**src/common/font_fill_regs.vh**
```
// register offsets, field positions, reset values and codes of the font and fill control block
`ifndef FONT_FILL_REGS_VH
`define FONT_FILL_REGS_VH

// register offsets on the parallel host port
`define OFS_FILL_PATTERN   8'he0
`define OFS_FONT_CONTROL   8'hf0
`define OFS_FONT_SCALE     8'hf1

// reset values
`define RST_FILL_PATTERN   8'h00
`define RST_FONT_CONTROL   8'h00
`define RST_FONT_SCALE     8'h00

// font_control field positions
`define FC_ISO_BIT         7
`define FC_FILL_BIT        3
`define FC_SINGLE_BIT      2
`define FC_BLOCK_HI        1
`define FC_BLOCK_LO        0

// font_scale field positions
`define FS_HSCALE_HI       7
`define FS_HSCALE_LO       6
`define FS_VSCALE_HI       5
`define FS_VSCALE_LO       4

// status byte returned on a command-phase read
`define STAT_BUSY_BIT      7

// first byte at or above this value opens a two-byte code
`define HALF_SIZE_LIMIT    8'h80

`endif

```
**src/hdl/text_font_and_memory_fill_ctrl.v**
```verilog
// host port, font selection registers, text code decoder and memory fill control
`timescale 1ns/10ps
`default_nettype none
`include "font_fill_regs.vh"

module text_font_and_memory_fill_ctrl (
    // clock and reset
    input  wire        CLOCK,
    input  wire        RST_N,
    // parallel host port
    input  wire        CS,
    input  wire        RS,
    input  wire        WR_N,
    input  wire        RD_N,
    input  wire [7:0]  DATA_IN,
    output wire [7:0]  DATA_OUT,
    output wire        DATA_OE,
    // active window from the window-boundary registers
    input  wire [7:0]  WINDOW_LEFT_BOUND,
    input  wire [7:0]  WINDOW_TOP_BOUND,
    input  wire [7:0]  WINDOW_RIGHT_BOUND,
    input  wire [7:0]  WINDOW_BOTTOM_BOUND,
    // text byte stream from the memory write path
    input  wire        TEXT_MODE,
    input  wire [7:0]  TEXT_BYTE,
    input  wire        TEXT_STROBE,
    // decoded character for the glyph renderer
    output wire [15:0] GLYPH_CODE,
    output wire        GLYPH_VALID,
    output wire        GLYPH_FULL_SIZE,
    output wire        FONT_ISO_SET,
    output wire [1:0]  FONT_BLOCK,
    output wire [2:0]  FONT_WIDTH_MUL,
    output wire [2:0]  FONT_HEIGHT_MUL,
    // display memory fill port
    output wire [7:0]  DISPLAY_MEMORY_COL,
    output wire [7:0]  DISPLAY_MEMORY_ROW,
    output wire [7:0]  DISPLAY_MEMORY_DATA,
    output wire        DISPLAY_MEMORY_WE
);

    // one-hot states of the text decoder
    localparam [1:0] DEC_FIRST  = 2'b01;
    localparam [1:0] DEC_SECOND = 2'b10;

    // synchronised host pins
    wire [3:0] ctl_s;
    wire [7:0] data_s;
    wire       cs_s;
    wire       rs_s;
    wire       wr_n_s;
    wire       rd_n_s;

    // host port state
    reg        wr_n_prev_ff;
    reg [7:0]  reg_addr_ff;
    reg [7:0]  rd_data_ff;
    reg        rd_oe_ff;
    reg [7:0]  nxt_rd_data;

    // register fields
    reg [7:0]  fill_pattern_ff;
    reg        iso_set_ff;
    reg        single_byte_ff;
    reg [1:0]  block_ff;
    reg [1:0]  hscale_ff;
    reg [1:0]  vscale_ff;
    reg [2:0]  width_mul_ff;
    reg [2:0]  height_mul_ff;

    // register decode and scale lookup
    reg        hit_pattern;
    reg        hit_control;
    reg        hit_scale;
    reg [2:0]  nxt_width_mul;
    reg [2:0]  nxt_height_mul;

    // text decoder state
    reg [1:0]  dec_state_ff;
    reg [7:0]  lead_byte_ff;
    reg [15:0] glyph_code_ff;
    reg        glyph_valid_ff;
    reg        glyph_full_ff;

    // fill engine hookup
    wire       fill_busy;
    wire       wr_take;
    wire       data_wr;
    wire       fill_start;

    // control pins idle high except chip select and register select
    pin_sync #(
        .WIDTH (4),
        .INIT  (4'b0011)
    ) u_ctl_sync (
        .clock    (CLOCK),
        .rst_n    (RST_N),
        .async_in ({CS, RS, WR_N, RD_N}),
        .sync_out (ctl_s)
    );

    // data bus shares the control latency so it pairs with the strobe edge
    pin_sync #(
        .WIDTH (8),
        .INIT  (8'h00)
    ) u_data_sync (
        .clock    (CLOCK),
        .rst_n    (RST_N),
        .async_in (DATA_IN),
        .sync_out (data_s)
    );

    assign cs_s   = ctl_s[3];
    assign rs_s   = ctl_s[2];
    assign wr_n_s = ctl_s[1];
    assign rd_n_s = ctl_s[0];

    // a write is taken on the rising write strobe while selected
    assign wr_take    = cs_s & wr_n_s & ~wr_n_prev_ff;
    assign data_wr    = wr_take & ~rs_s;
    // start only on a written one while idle; zero or restart is ignored
    // a start written while busy is dropped, not queued
    assign fill_start = data_wr & hit_control
                        & data_s[`FC_FILL_BIT] & ~fill_busy;

    // register hit decode shared by the write and read paths
    // unmapped offsets hit nothing, so writes there are dropped
    always @* begin
        hit_pattern = 1'b0;
        hit_control = 1'b0;
        hit_scale   = 1'b0;
        if (reg_addr_ff == `OFS_FILL_PATTERN) begin
            hit_pattern = 1'b1;
        end else if (reg_addr_ff == `OFS_FONT_CONTROL) begin
            hit_control = 1'b1;
        end else if (reg_addr_ff == `OFS_FONT_SCALE) begin
            hit_scale = 1'b1;
        end
    end

    // field value n renders at n+1 times the normal size
    // spelled out as a table so each code is visible
    always @* begin
        case (data_s[`FS_HSCALE_HI:`FS_HSCALE_LO])
            2'b00:   nxt_width_mul = 3'h1;
            2'b01:   nxt_width_mul = 3'h2;
            2'b10:   nxt_width_mul = 3'h3;
            default: nxt_width_mul = 3'h4;
        endcase
        case (data_s[`FS_VSCALE_HI:`FS_VSCALE_LO])
            2'b00:   nxt_height_mul = 3'h1;
            2'b01:   nxt_height_mul = 3'h2;
            2'b10:   nxt_height_mul = 3'h3;
            default: nxt_height_mul = 3'h4;
        endcase
    end

    // command phase picks the register; the strobe history finds the rising edge
    always @(posedge CLOCK or negedge RST_N) begin
        if (!RST_N) begin
            wr_n_prev_ff <= 1'b1;
            reg_addr_ff  <= 8'h00;
        end else begin
            wr_n_prev_ff <= wr_n_s;
            if (wr_take && rs_s) begin
                reg_addr_ff <= data_s;
            end
        end
    end

    // pattern byte for the fill
    always @(posedge CLOCK or negedge RST_N) begin
        if (!RST_N) begin
            fill_pattern_ff <= `RST_FILL_PATTERN;
        end else if (data_wr && hit_pattern) begin
            fill_pattern_ff <= data_s;
        end
    end

    // font control fields; the fill bit itself lives in the engine
    always @(posedge CLOCK or negedge RST_N) begin
        if (!RST_N) begin
            iso_set_ff     <= 1'b0;
            single_byte_ff <= 1'b0;
            block_ff       <= 2'b00;
        end else if (data_wr && hit_control) begin
            iso_set_ff     <= data_s[`FC_ISO_BIT];
            single_byte_ff <= data_s[`FC_SINGLE_BIT];
            block_ff       <= data_s[`FC_BLOCK_HI:`FC_BLOCK_LO];
        end
    end

    // scale fields read back raw; multipliers are looked up at write time
    always @(posedge CLOCK or negedge RST_N) begin
        if (!RST_N) begin
            hscale_ff     <= 2'b00;
            vscale_ff     <= 2'b00;
            width_mul_ff  <= 3'h1;
            height_mul_ff <= 3'h1;
        end else if (data_wr && hit_scale) begin
            hscale_ff     <= data_s[`FS_HSCALE_HI:`FS_HSCALE_LO];
            vscale_ff     <= data_s[`FS_VSCALE_HI:`FS_VSCALE_LO];
            width_mul_ff  <= nxt_width_mul;
            height_mul_ff <= nxt_height_mul;
        end
    end

    // read mux; reserved bits and unmapped offsets read zero
    // a command-phase read returns the status byte
    always @* begin
        nxt_rd_data = 8'h00;
        if (rs_s) begin
            nxt_rd_data[`STAT_BUSY_BIT] = fill_busy;
        end else if (hit_pattern) begin
            nxt_rd_data = fill_pattern_ff;
        end else if (hit_control) begin
            nxt_rd_data[`FC_ISO_BIT]                 = iso_set_ff;
            nxt_rd_data[`FC_FILL_BIT]                = fill_busy;
            nxt_rd_data[`FC_SINGLE_BIT]              = single_byte_ff;
            nxt_rd_data[`FC_BLOCK_HI:`FC_BLOCK_LO]   = block_ff;
        end else if (hit_scale) begin
            nxt_rd_data[`FS_HSCALE_HI:`FS_HSCALE_LO] = hscale_ff;
            nxt_rd_data[`FS_VSCALE_HI:`FS_VSCALE_LO] = vscale_ff;
        end
    end

    // bus driven only while selected and read strobe low
    // enable trails the pins by the synchroniser and one stage
    always @(posedge CLOCK or negedge RST_N) begin
        if (!RST_N) begin
            rd_data_ff <= 8'h00;
            rd_oe_ff   <= 1'b0;
        end else begin
            rd_data_ff <= nxt_rd_data;
            rd_oe_ff   <= cs_s & ~rd_n_s;
        end
    end

    // text decoder: single-byte always, or mixed half/full codes in text mode
    always @(posedge CLOCK or negedge RST_N) begin
        if (!RST_N) begin
            dec_state_ff   <= DEC_FIRST;
            lead_byte_ff   <= 8'h00;
            glyph_code_ff  <= 16'h0000;
            glyph_valid_ff <= 1'b0;
            glyph_full_ff  <= 1'b0;
        end else begin
            glyph_valid_ff <= 1'b0;
            case (dec_state_ff)
                // first byte: a half code now, or hold a lead byte
                DEC_FIRST: begin
                    if (TEXT_STROBE) begin
                        if (single_byte_ff || !TEXT_MODE) begin
                            glyph_code_ff  <= {8'h00, TEXT_BYTE};
                            glyph_full_ff  <= 1'b0;
                            glyph_valid_ff <= 1'b1;
                        end else if (TEXT_BYTE < `HALF_SIZE_LIMIT) begin
                            glyph_code_ff  <= {8'h00, TEXT_BYTE};
                            glyph_full_ff  <= 1'b0;
                            glyph_valid_ff <= 1'b1;
                        end else begin
                            lead_byte_ff <= TEXT_BYTE;
                            dec_state_ff <= DEC_SECOND;
                        end
                    end
                end
                DEC_SECOND: begin
                    // leaving text mode drops a half-received code
                    if (!TEXT_MODE) begin
                        dec_state_ff <= DEC_FIRST;
                    end else if (TEXT_STROBE) begin
                        glyph_code_ff  <= {lead_byte_ff, TEXT_BYTE};
                        glyph_full_ff  <= 1'b1;
                        glyph_valid_ff <= 1'b1;
                        dec_state_ff   <= DEC_FIRST;
                    end
                end
                default: begin
                    dec_state_ff <= DEC_FIRST;
                end
            endcase
        end
    end

    // fill engine; its busy flag is the readable fill-start bit
    window_fill_engine u_fill (
        .clock        (CLOCK),
        .rst_n        (RST_N),
        .start        (fill_start),
        .pattern      (fill_pattern_ff),
        .left_bound   (WINDOW_LEFT_BOUND),
        .top_bound    (WINDOW_TOP_BOUND),
        .right_bound  (WINDOW_RIGHT_BOUND),
        .bottom_bound (WINDOW_BOTTOM_BOUND),
        .mem_col      (DISPLAY_MEMORY_COL),
        .mem_row      (DISPLAY_MEMORY_ROW),
        .mem_data     (DISPLAY_MEMORY_DATA),
        .mem_we       (DISPLAY_MEMORY_WE),
        .busy         (fill_busy),
        .done         ()
    );

    // every port below leaves straight from a flip-flop
    assign DATA_OUT        = rd_data_ff;
    assign DATA_OE         = rd_oe_ff;
    assign GLYPH_CODE      = glyph_code_ff;
    assign GLYPH_VALID     = glyph_valid_ff;
    assign GLYPH_FULL_SIZE = glyph_full_ff;
    assign FONT_ISO_SET    = iso_set_ff;
    assign FONT_BLOCK      = block_ff;
    assign FONT_WIDTH_MUL  = width_mul_ff;
    assign FONT_HEIGHT_MUL = height_mul_ff;

endmodule // text_font_and_memory_fill_ctrl

`default_nettype wire

```
**src/hdl/pin_sync.v**
```verilog
// two flip-flop synchroniser for pins entering the clock domain
`timescale 1ns/10ps
`default_nettype none

module pin_sync #(
    parameter WIDTH = 1,
    parameter [WIDTH-1:0] INIT = {WIDTH{1'b0}}
) (
    // clock and reset
    input  wire             clock,
    input  wire             rst_n,
    // asynchronous in, synchronous out
    input  wire [WIDTH-1:0] async_in,
    output wire [WIDTH-1:0] sync_out
);

    reg [WIDTH-1:0] meta_ff;
    reg [WIDTH-1:0] stable_ff;

    // first stage feeds only the second stage
    always @(posedge clock or negedge rst_n) begin
        if (!rst_n) begin
            meta_ff   <= INIT;
            stable_ff <= INIT;
        end else begin
            meta_ff   <= async_in;
            stable_ff <= meta_ff;
        end
    end

    assign sync_out = stable_ff;

endmodule // pin_sync

`default_nettype wire

```
**src/hdl/window_fill_engine.v**
```verilog
// fills the active window of display memory with one pattern byte
`timescale 1ns/10ps
`default_nettype none

module window_fill_engine (
    // clock and reset
    input  wire       clock,
    input  wire       rst_n,
    // start request and window
    input  wire       start,
    input  wire [7:0] pattern,
    input  wire [7:0] left_bound,
    input  wire [7:0] top_bound,
    input  wire [7:0] right_bound,
    input  wire [7:0] bottom_bound,
    // display memory write side
    output wire [7:0] mem_col,
    output wire [7:0] mem_row,
    output wire [7:0] mem_data,
    output wire       mem_we,
    // progress
    output wire       busy,
    output wire       done
);

    localparam [1:0] ST_IDLE = 2'b01;
    localparam [1:0] ST_FILL = 2'b10;

    reg [1:0] state_ff;
    reg [7:0] col_ff;
    reg [7:0] row_ff;
    reg [7:0] data_ff;
    reg [7:0] left_ff;
    reg [7:0] right_ff;
    reg [7:0] bottom_ff;
    reg       we_ff;
    reg       done_ff;

    // bounds are frozen at start so a mid-fill window change cannot tear the fill
    always @(posedge clock or negedge rst_n) begin
        if (!rst_n) begin
            state_ff  <= ST_IDLE;
            col_ff    <= 8'h00;
            row_ff    <= 8'h00;
            data_ff   <= 8'h00;
            left_ff   <= 8'h00;
            right_ff  <= 8'h00;
            bottom_ff <= 8'h00;
            we_ff     <= 1'b0;
            done_ff   <= 1'b0;
        end else begin
            done_ff <= 1'b0;
            case (state_ff)
                ST_IDLE: begin
                    we_ff <= 1'b0;
                    if (start) begin
                        state_ff  <= ST_FILL;
                        col_ff    <= left_bound;
                        row_ff    <= top_bound;
                        left_ff   <= left_bound;
                        right_ff  <= right_bound;
                        bottom_ff <= bottom_bound;
                        data_ff   <= pattern;
                        we_ff     <= 1'b1;
                    end
                end
                ST_FILL: begin
                    // one location per cycle, columns first then rows
                    if (col_ff >= right_ff) begin
                        if (row_ff >= bottom_ff) begin
                            state_ff <= ST_IDLE;
                            we_ff    <= 1'b0;
                            done_ff  <= 1'b1;
                        end else begin
                            col_ff <= left_ff;
                            row_ff <= row_ff + 8'h01;
                        end
                    end else begin
                        col_ff <= col_ff + 8'h01;
                    end
                end
                default: begin
                    state_ff <= ST_IDLE;
                    we_ff    <= 1'b0;
                end
            endcase
        end
    end

    assign mem_col  = col_ff;
    assign mem_row  = row_ff;
    assign mem_data = data_ff;
    assign mem_we   = we_ff;
    assign busy     = state_ff[1];
    assign done     = done_ff;

endmodule // window_fill_engine

`default_nettype wire

```
**config.mk**
```make
export PLATFORM = sky130hd
export DESIGN_NAME = text_font_and_memory_fill_ctrl
export DESIGN_NICKNAME = d
export VERILOG_FILES = /design/src/hdl/text_font_and_memory_fill_ctrl.v /design/src/hdl/pin_sync.v /design/src/hdl/window_fill_engine.v
export VERILOG_INCLUDE_DIRS = /design/src /design/src/common
export SDC_FILE = /design/constraint.sdc
export NUM_CORES = 1
export LEC_CHECK = 0
export BUFFER_PORTS_ARGS = -buffer_cell sky130_fd_sc_hd__buf_2
export CORE_ASPECT_RATIO = 0.7
export CORE_MARGIN = 2
export CORE_UTILIZATION = 58
export CTS_BUF_LIST = sky130_fd_sc_hd__clkbuf_4
export DETAILED_ROUTE_END_ITERATION = 10
export PLACE_DENSITY = 0.83
export SYNTH_ARGS = -nofsm -noshare
export SYNTH_HDL_FRONTEND = slang
export SYNTH_HIERARCHICAL = 1
export SYNTH_SLANG_ARGS = --single-unit
```
**constraint.sdc**
```tcl
create_clock -name CLOCK -period 2.4 [get_ports CLOCK]
set_clock_uncertainty 0.05 [all_clocks]
set_input_delay 0.24 -clock CLOCK [delete_from_list [all_inputs] [get_ports CLOCK]]
set_output_delay 0.24 -clock CLOCK [all_outputs]
set_load 0.01 [all_outputs]
```
## Word level (Yosys, flattened, before mapping)

Cells that the tools add are included.

| word-level totals | value |
|---|---|
| bits of input ports | 56 |
| word-level logic and storage cells | 143 |
| register bits | 143 |
| output and inout port bits | 61 |

| operators by class | value |
|---|---|
| $add $sub $neg | 2 |
| bitwise logic cells | 13 |
| reduce and logical (&&, ||, !) cells | 18 |
| equal/unequal tests | 23 |
| mux-type cells | 55 |
| order comparisons | 3 |

Operator list:

| cell | count |
|---|---|
| 2-to-1 mux 16 bit | 5 |
| 2-to-1 mux 8 bit | 7 |
| case mux 16 bit (2 select lines) | 1 |
| case mux 8 bit (2 select lines) | 2 |
| == test 8 bit, second input constant | 3 |
| 2-to-1 mux 1 bit | 21 |
| case mux 3 bit (3 select lines) | 2 |
| adder 8 x 1 -> 8 bit, second input constant | 2 |
| greater-or-equal comparator 8 bit | 2 |
| 2-to-1 mux 2 bit | 8 |
| != test 2 bit, second input constant | 7 |
| AND reduction 4 bit | 3 |
| != test 3 bit, second input constant | 3 |
| == test 2 x 1 -> 1 bit, second input constant | 4 |
| == test 2 bit, second input constant | 4 |
| less-than comparator 8 bit, second input constant | 1 |
| 2-to-1 mux 4 bit | 2 |
| case mux 2 bit (2 select lines) | 2 |
| AND 1 bit | 7 |
| 2-to-1 mux 7 bit | 1 |
| NOT 1 bit | 6 |
| case mux 1 bit (2 select lines) | 3 |
| AND reduction 3 bit | 2 |
| AND reduction 5 bit | 1 |
| 8 further kinds | 15 |

## Depth between registers and ports, before layout

Gate-level depths: netlist of the first run.

| depth | value |
|---|---|
| depth in word-level cells | 8 |
| mapped depth | 10 |
| gate-level depth less buffers | 10 |

## Modules after synthesis

Netlist of the first run, hierarchy kept.

Modules (own cells, without submodules):

| module | instances | seq. area each (um2) | area each (um2) | cells an instance |
|---|---|---|---|---|
| text_font_and_memory_fill_ctrl | 1 | 1706.6 | 2940.3 | 199 |
| window_fill_engine | 1 | 1302.5 | 2842.7 | 310 |
| pin_sync at u_data_sync | 1 | 400.4 | 400.4 | 16 |
| pin_sync at u_ctl_sync | 1 | 205.2 | 205.2 | 8 |

## Least setup slack after synthesis of the first run

No wires, ideal clock.

| timing path | value |
|---|---|
| path kind | register to register |
| start | register u_fill.col_ff[0] (netlist: u_fill/mem_col[0]) |
| end | register u_fill.col_ff[4] (netlist: u_fill/mem_col[4]) |
| buffers on the path | 0 |
| slack | 0.153 ns |
| clock period less this slack | 2.247 ns |
| cell stages (with the launch flop) | 11 |
| data arrival time | 2.069 ns |
| setup time | 0.129 ns |
| data required time | 2.221 ns |
| cells stage by stage | dfrtp_1 inv_1 ha_1 nand2b_4 a2111oi_4 o311ai_2 nand2b_4 and3_4 clkinv_8 a21boi_1 o22ai_1 |

| on the way | value |
|---|---|
| longest elaborated chain between the ends | 3 |
| elaborated cells on any way between the ends | 6 |
| those cells by class | add/sub (1); order compare (1); eq/ne (1); mux (2); reduce/logical (1) |

RTL lines:

| item | RTL line | source |
|---|---|---|
| start: declaration | window_fill_engine.v:30 | `reg [7:0] col_ff;` |
| start signal: assignment | window_fill_engine.v:58 | `col_ff <= left_bound;` |
| start signal: assignment | window_fill_engine.v:75 | `col_ff <= left_ff;` |
| start signal: assignment | window_fill_engine.v:79 | `col_ff <= col_ff + 8'h01;` |
| adder 8 x 1 -> 8 bit / greater-or-equal comparator 8 bit (equally long branches) | window_fill_engine.v:79, window_fill_engine.v:69 |  |
| 2-to-1 mux 8 bit / != test 3 bit (equally long branches) | - |  |
| case mux 8 bit (2 select lines) / AND reduction 3 bit (equally long branches) | - |  |

Several ways; a longest one is shown, not always the timed one.
A chain may end at the register's enable or synchronous reset.

## Worst setup path after layout of the first run

| timing path | value |
|---|---|
| start | register u_fill.col_ff[0] (netlist: u_fill/mem_col[0]) |
| end | register u_fill.col_ff[2] (netlist: u_fill/mem_col[2]) |

The elaborated chain is that of the path after synthesis.

==> results of run 1 <==
[layout by cell type, fill, tap and decap left out, drive strengths merged, types with 21 or more instances in the layout]
| cell type | instances |
|---|---|
| nor2 | 21 |
| nand2 | 86 |
| mux2 | 46 |
| o21ai | 27 |
| ha | 26 |
| dlygate4sd3 | 54 |
| dfrtp | 134 |
| buf | 150 |
| inv | 30 |
[flip-flops by register name, summed over array words and instances, names as in the netlist, 4 cells and up]
register / flops
fill_pattern_ff: 8
u_fill/right_ff: 8
u_data_sync/sync_out: 8
u_fill/mem_col: 8
u_ctl_sync/sync_out: 4
u_fill/mem_data: 8
lead_byte_ff: 8
u_fill/bottom_ff: 8
GLYPH_CODE: 16
u_data_sync/meta_ff: 8
u_ctl_sync/meta_ff: 4
u_fill/mem_row: 8
u_fill/left_ff: 8
reg_addr_ff: 8
DATA_OUT: 8
[per-stage QoR]
| step | hold slack, ps | setup slack [ps] | power [mW] | setup TNS [ps] | utilization |
|---|---|---|---|---|---|
| after detailed placement | 158 | -77.6 | 3.62 | -77.6 | 0.686 |
| after floorplan | -106 | 153 | 3.32 | 0 | - |
| final | 39.7 | 87.4 | 5.28 | 0 | 0.773 |
| after global placement | 153 | -8.03 | 3.57 | -8.03 | 0.686 |
| after CTS | 13.9 | 12.4 | 5.30 | 0 | 0.767 |
| after global routing | 38.5 | -38.5 | 5.52 | -54.2 | 0.773 |
[final timing paths]
check                                        from                 endpoint  slack, ps
max                             u_fill/mem_col[0]        u_fill/mem_col[2]         90
min                                     TEXT_MODE          dec_state_ff[1]         40
max reg2reg                     u_fill/mem_col[0]        u_fill/mem_col[2]         90
min reg2reg                u_data_sync/meta_ff[5]  u_data_sync/sync_out[5]        310
max in group asynchronous                   RST_N       u_fill/state_ff[0]       1430
min in group asynchronous                   RST_N      u_fill/bottom_ff[2]        120
[cell type report]
type,instances,area share
inverter,30,0.0154
clock inverter,14,0.0208
sequential,143,0.442
timing repair buffer,204,0.174
multi-input combinational,336,0.308
clock buffer,18,0.0166
tap,148,0.0228
antenna,1,0.000308
[report_power, final]
part           total, mW  leakage, nW  switching (mW)  internal, mW
Sequential          2.78         1.68           0.139          2.64
Combinational      0.874         2.25           0.413         0.462
Clock               1.62        0.162           0.884         0.735
[what timing repair did]
action                                  4_1_cts  5_1_grt
hold endpoints to repair                    134        0
hold buffers                                 54        0
cloned                                        0        0
pin swaps                                     0        7
resized for setup                             1        7
endpoints found under the setup margin        2       13
buffers inserted                              0        2
[metal layers]
metal / vias up / track usage / routed length (um)
met5: - / 0 / 0
met2: 163 / 0.408 / 6890
met3: 31 / 0.0507 / 746
li1: 2258 / - / -
met4: 0 / 0.0960 / 325
met1: 2340 / 0.386 / 6780
[worst min-delay path, stage by stage]
cell      delay (ps)
buf_2            150
nand3b_1         120
o22ai_1           80
==> summary.txt, run 1 <==
CTS
  • Clock sink count: 143
  • Root buf cell: clkbuf_4
  • Clock transition at path regs: between 100 and 150 ps
  • CTS tree: built
  • Clock Tree Buf Depth: 2
  • Total CTS buffers: 17
  • H-tree lvl count: 4
  • Clock latency on the worst-skew pair: about 540 ps

GRT
  • Congestion Overflow GR: 0
  • Gr usage total: 0.268
  • Global-route wire length before repair: roughly 24 mm
  • Largest net degree at the start of global routing: 57
  • Initial antenna violation count: 0
  • Vias in the first global route: between 4000 and 5000

Placement
  • Post-DP HPWL: around 10 mm
  • Area after DPL: between 0.007 and 0.008 mm^2
  • Placed Cells: between 800 and 900
  • Global placement routability congestion: around 0.9
  • IO buf count: roughly 120

Floorplan
  • Io pins: between 100 and 150
  • Die area: 0.0118 mm^2
  • Cell Rows: 31
  • DIE WIDTH: about 130 um
  • Die H: just over 90 um
  • Core area: approximately 0.011 mm^2
  • Initial Util: 0.605

Cells and area
  • Seq. cell area: 0.00359 mm^2
  • Layout net count: 814
  • Area of the multi-input gates: around 0.0025 mm^2
  • Final Non-Filler Cells: just under 900
  • Fill cell count: ~660
  • Fin area: 0.00812 mm^2
  • Layout cells sized above 1: 0.353
  • Area growth, synth to finish: 27.8%

Drt
  • Post-Route WL: ~15 mm
  • Vias per inst: 5.36
  • Iter 0 DRT Violations: 329
  • Total number of vias: about 4800
  • Residual DRC: 0
  • Final ANT Viol Nets: 0
  • Detailed Routing Iterations Pass 1: 5
  • Routed len/inst: approximately 16 um

Critical path
  • Stages on the worst setup path: 10
  • WP data required: ~2800 ps
  • Crit-path cells: inv_1 > ha_1 > nand2b_4 > a2111oi_4 > o311ai_4 > nand2b_4 > and3_4 > clkinv_8 > o21ai_0 > o2bb2ai_1
  • Worst path slowest cell: dfrtp_1
  • CP peak stage delay: 360 ps
  • Critical path launch point type: flop
  • WP data arrival: around 2700 ps
  • Most common cell on crit path: nand2b_4
  • Crit path max fanout: 10
  • R2R cell count: 10
  • CP endpoint kind: flop
  • Worst Path Buf+Inv: 2
  • Crit Path Category: reg -> reg
  • Delay-heaviest family, CP: compound AO/OA/AOI/OAI gates

Synthesis
  • Syn avg cell area: 12.0 um^2
  • Yosys warning count: 6
  • Syn Inst Count: around 530
  • Syn nets: approximately 610
  • Syn Std Cell Area: around 0.0064 mm^2

Status
  • Result of the run: finished clean

Power
  • Worst vdd ir: just over 500 uV
  • Power per Cell Area: 649 mW/mm^2
  • Static leakage: 4.09 nW

STA
  • Final Hold Viols: 0
  • Final setup viols: 0
  • Min Tclk post-route: 2310 ps
  • Slew Limit Fails: 0
  • Worst-Margin Slew: roughly 720 ps
  • Max frequency: roughly 0.43 GHz
  • Slew HR: 0.515
  • Fin crit share: 0.964

Worst hold path
  • Hold depth: 3
  • Worst Hold Class: in -> reg

Run
  • Max cap viols: 0
No activity file was read; power rests on OpenSTA's default activity.
==> run 2, diff against run 1 <==
Settings changed: PLACE_DENSITY 0.83 to default, PLACE_DENSITY_LB_ADDON from default to 0.15.
==> summary.txt, run 2 (synthesis results as in run 1) <==
GRT
  • Gr usage total: 0.253 (was 0.268)
  • Global-route wire length before repair: 23.1 mm (was 24.4 mm)
  • Vias in the first global route: 4637 (was 4832)
  • Initial antenna violation count: 0 (unchanged)
  • Congestion Overflow GR: 0 (unchanged)
  • Largest net degree at the start of global routing: 51 (was 57)

Power
  • Gate power share: 0.162 (was 0.166)
  • Clock power share: 0.312 (was 0.307)
  • Tot Pwr: 5.28 mW (about the same)
  • Static leakage: 4.00 nW (was 4.09 nW)
  • Switch Pwr: 1.44 mW (about the same)
  • Internal Pwr Total: 3.84 mW (about the same)
  • Sw frac: 0.273 (was 0.272)
  • Seq pwr share: 0.526 (was 0.527)
  • Worst vdd ir: 423 uV (was 516 uV)
  • Power per Cell Area: 659 mW/mm^2 (was 649 mW/mm^2)

Critical path
  • WP data required: 2750 ps (was 2770 ps)
  • CP endpoint kind: flop (unchanged)
  • CP peak stage delay: 360 ps (about the same)
  • Worst path slowest cell: dfrtp_1 (unchanged)
  • R2R cell count: 10 (unchanged)
  • Most common cell on crit path: nand2b_4 (unchanged)
  • Crit-path cells: inv_1 > ha_1 > nand2b_4 > a2111oi_4 > o311ai_2 > nand2b_4 > and3_4 > clkinv_8 > a21boi_1 > o22ai_1 (was inv_1 > ha_1 > nand2b_4 > a2111oi_4 > o311ai_4 > nand2b_4 > and3_4 > clkinv_8 > o21ai_0 > o2bb2ai_1)
  • Crit Path Category: reg -> reg (unchanged)
  • R2R Path End: u_fill/mem_col[4] (was u_fill/mem_col[2])
  • R2r setup slk: 100 ps (was 90 ps)
  • Critical R2R Launch: u_fill/mem_col[0] (unchanged)
  • Critical path launch point type: flop (unchanged)
  • Crit path max fanout: 10 (unchanged)
  • WP data arrival: 2650 ps (was 2680 ps)

Placement
  • Area after DPL: 0.00715 mm^2 (was 0.00721 mm^2)
  • Post-DP HPWL: 9.83 mm (was 10.0 mm)
  • IO buf count: 116 (unchanged)
  • Global placement routability congestion: 0.861 (was 0.898)
  • Placed Cells: 796 (was 805)

Cells and area
  • Max reg flops: 16 (unchanged)
  • Layout cells sized above 1: 0.343 (was 0.353)
  • # diodes: 0 (was 1)
  • Layout net count: 803 (was 814)
  • Most common cell after layout, fill and taps aside: dfrtp_1 (unchanged)
  • Commonest cells after routing, fill and taps aside: 134 x dfrtp_1, 115 x buf_2, 85 x nand2_1 (unchanged)
  • Final Non-Filler Cells: 882 (was 894)
  • Fin area: 0.00801 mm^2 (was 0.00812 mm^2)
  • Fill cell count: 704 (was 661)
  • Area growth, synth to finish: 26.0% (was 27.8%)

STA
  • Worst-Margin Slew: 783 ps (was 724 ps)
  • RSZ-0062 raised after global routing: false
  • Slew HR: 0.476 (was 0.515)
  • Slew Limit Fails: 0 (unchanged)
  • Final Hold Viols: 0 (unchanged)
  • Max frequency: 0.436 GHz (was 0.432 GHz)
  • Total negative slack: 0 ps (unchanged)
  • Fin crit share: 0.956 (was 0.964)
  • Final setup viols: 0 (unchanged)
  • Min Tclk post-route: 2300 ps (was 2310 ps)

CTS
  • Clock sink count: 143 (unchanged)
  • CTS tree: built (unchanged)
  • Clock Tree Buf Depth: 2 (unchanged)
  • Root buf cell: clkbuf_4 (unchanged)
  • Clock latency on the worst-skew pair: 510 ps (was 540 ps)
  • Total CTS buffers: 17 (unchanged)
  • Clock transition at path regs: 140 ps (was 120 ps)
  • H-tree lvl count: 4 (unchanged)

Worst hold path
  • WHS Endpoint: u_fill/mem_row[6] (was dec_state_ff[1])
  • Worst Hold Class: in -> reg (unchanged)
  • Hold depth: 3 (unchanged)
  • Hold path start: WINDOW_TOP_BOUND[6] (was TEXT_MODE)

Floorplan
  • Core area: 0.0105 mm^2 (unchanged)
  • Die H: 91.6 um (unchanged)
  • Initial Util: 0.605 (unchanged)
  • Die area: 0.0118 mm^2 (unchanged)
  • Cell Rows: 31 (unchanged)
  • DIE WIDTH: 129 um (unchanged)
  • Io pins: 117 (unchanged)

Drt
  • Residual DRC: 0 (unchanged)
  • Detailed Routing Iterations Pass 1: 6 (was 5)
  • Iter 0 DRT Violations: 354 (was 329)
  • Total number of vias: 4705 (was 4792)
  • Vias per inst: 5.33 (was 5.36)
  • Post-Route WL: 14.3 mm (was 14.7 mm)
  • Routed len/inst: 16.3 um (was 16.5 um)
  • Final ANT Viol Nets: 0 (unchanged)

Run
  • Max cap viols: 0 (unchanged)

Status
  • Result of the run: finished clean (unchanged)
-- run 2: changes by cell type in the layout (fill, tap and decap cells not counted), sizes merged --
cell | previous run | this run
buf | 150 | 140
clkinvlp | 2 | 0
inv | 30 | 32
clkbuf | 18 | 17
clkinv | 9 | 10
diode | 1 | 0
dlygate4sd3 | 54 | 53
-- run 2: worst max path at each step --
| stage | slack [ps] | depth (start not counted) | end | from |
|---|---|---|---|---|
| 2_1_floorplan | 150 | 10 | u_fill/mem_col[4] | u_fill/mem_col[0] |
| 3_3_place_gp | 160 | 10 | u_fill/mem_row[0] | u_fill/mem_col[0] |
| 3_5_place_dp | 120 | 10 | u_fill/mem_col[4] | u_fill/mem_col[0] |
| 4_1_cts | 110 | 10 | u_fill/mem_row[2] | u_fill/mem_col[0] |
| 5_1_grt | 5 | 10 | u_fill/mem_row[5] | u_fill/mem_col[0] |
| 6_report | 100 | 10 | u_fill/mem_col[4] | u_fill/mem_col[0] |
-- run 2: per-layer routing --
metal / up-vias / GRT usage / part of all wire
li1: 2235 / - / -
met1: 2315 / 0.369 / 0.48
met2: 141 / 0.394 / 0.47
met3: 14 / 0.0530 / 0.047
met4: 0 / 0.0498 / 0.0072
met5: - / 0 / 0
-- run 2: final cells by class --
type,instances,area (um^2),area share
Timing Repair Buffer,193,1320,0.165
Clock buffer,17,128,0.0159
Sequential cell,143,3590,0.448
Multi-Input combinational cell,336,2470,0.309
Clock inverter,15,186,0.0233
Tap cell,148,185,0.0231
Inverter,30,125,0.0156
-- run 2: power groups by stage --
stage / registers [mW] / clock network [mW] / logic, mW
after CTS: 2.77 / 1.68 / 0.857
after floorplan: 2.84 / 0 / 0.479
after global routing: 2.80 / 1.78 / 0.938
final: 2.78 / 1.65 / 0.857
after global placement: 2.80 / 0 / 0.765
after detailed placement: 2.82 / 0 / 0.787
-- run 2: what timing repair did --
action / 4_1_cts / 5_1_grt
setup buffers: 0 / 1
endpoints found under the hold margin: 116 / 0
endpoints found under the setup margin: 0 / 5
hold buffers: 53 / 0
gates resized for setup: 0 / 1
-- run 2: worst max-delay path, delay by kind of cell, from the launching register on --
kind                     cells  cell delay, ps
AO/OA/AOI/OAI                4             820
flip-flops                   1             360
adder cells (fa/ha/maj)      1             290
buffers and inverters        2             130
AND/OR/NAND/NOR              3             570
-- run 2: stage by stage --
stage | util | worst slack [ps] | hold slack [ps]
after floorplan | - | 153 | -106
final | 0.762 | 105 | 74.1
after global routing | 0.762 | 4.52 | 27.3
after CTS | 0.761 | 106 | 24.2
after detailed placement | 0.680 | 124 | 156
after global placement | 0.680 | 155 | 148
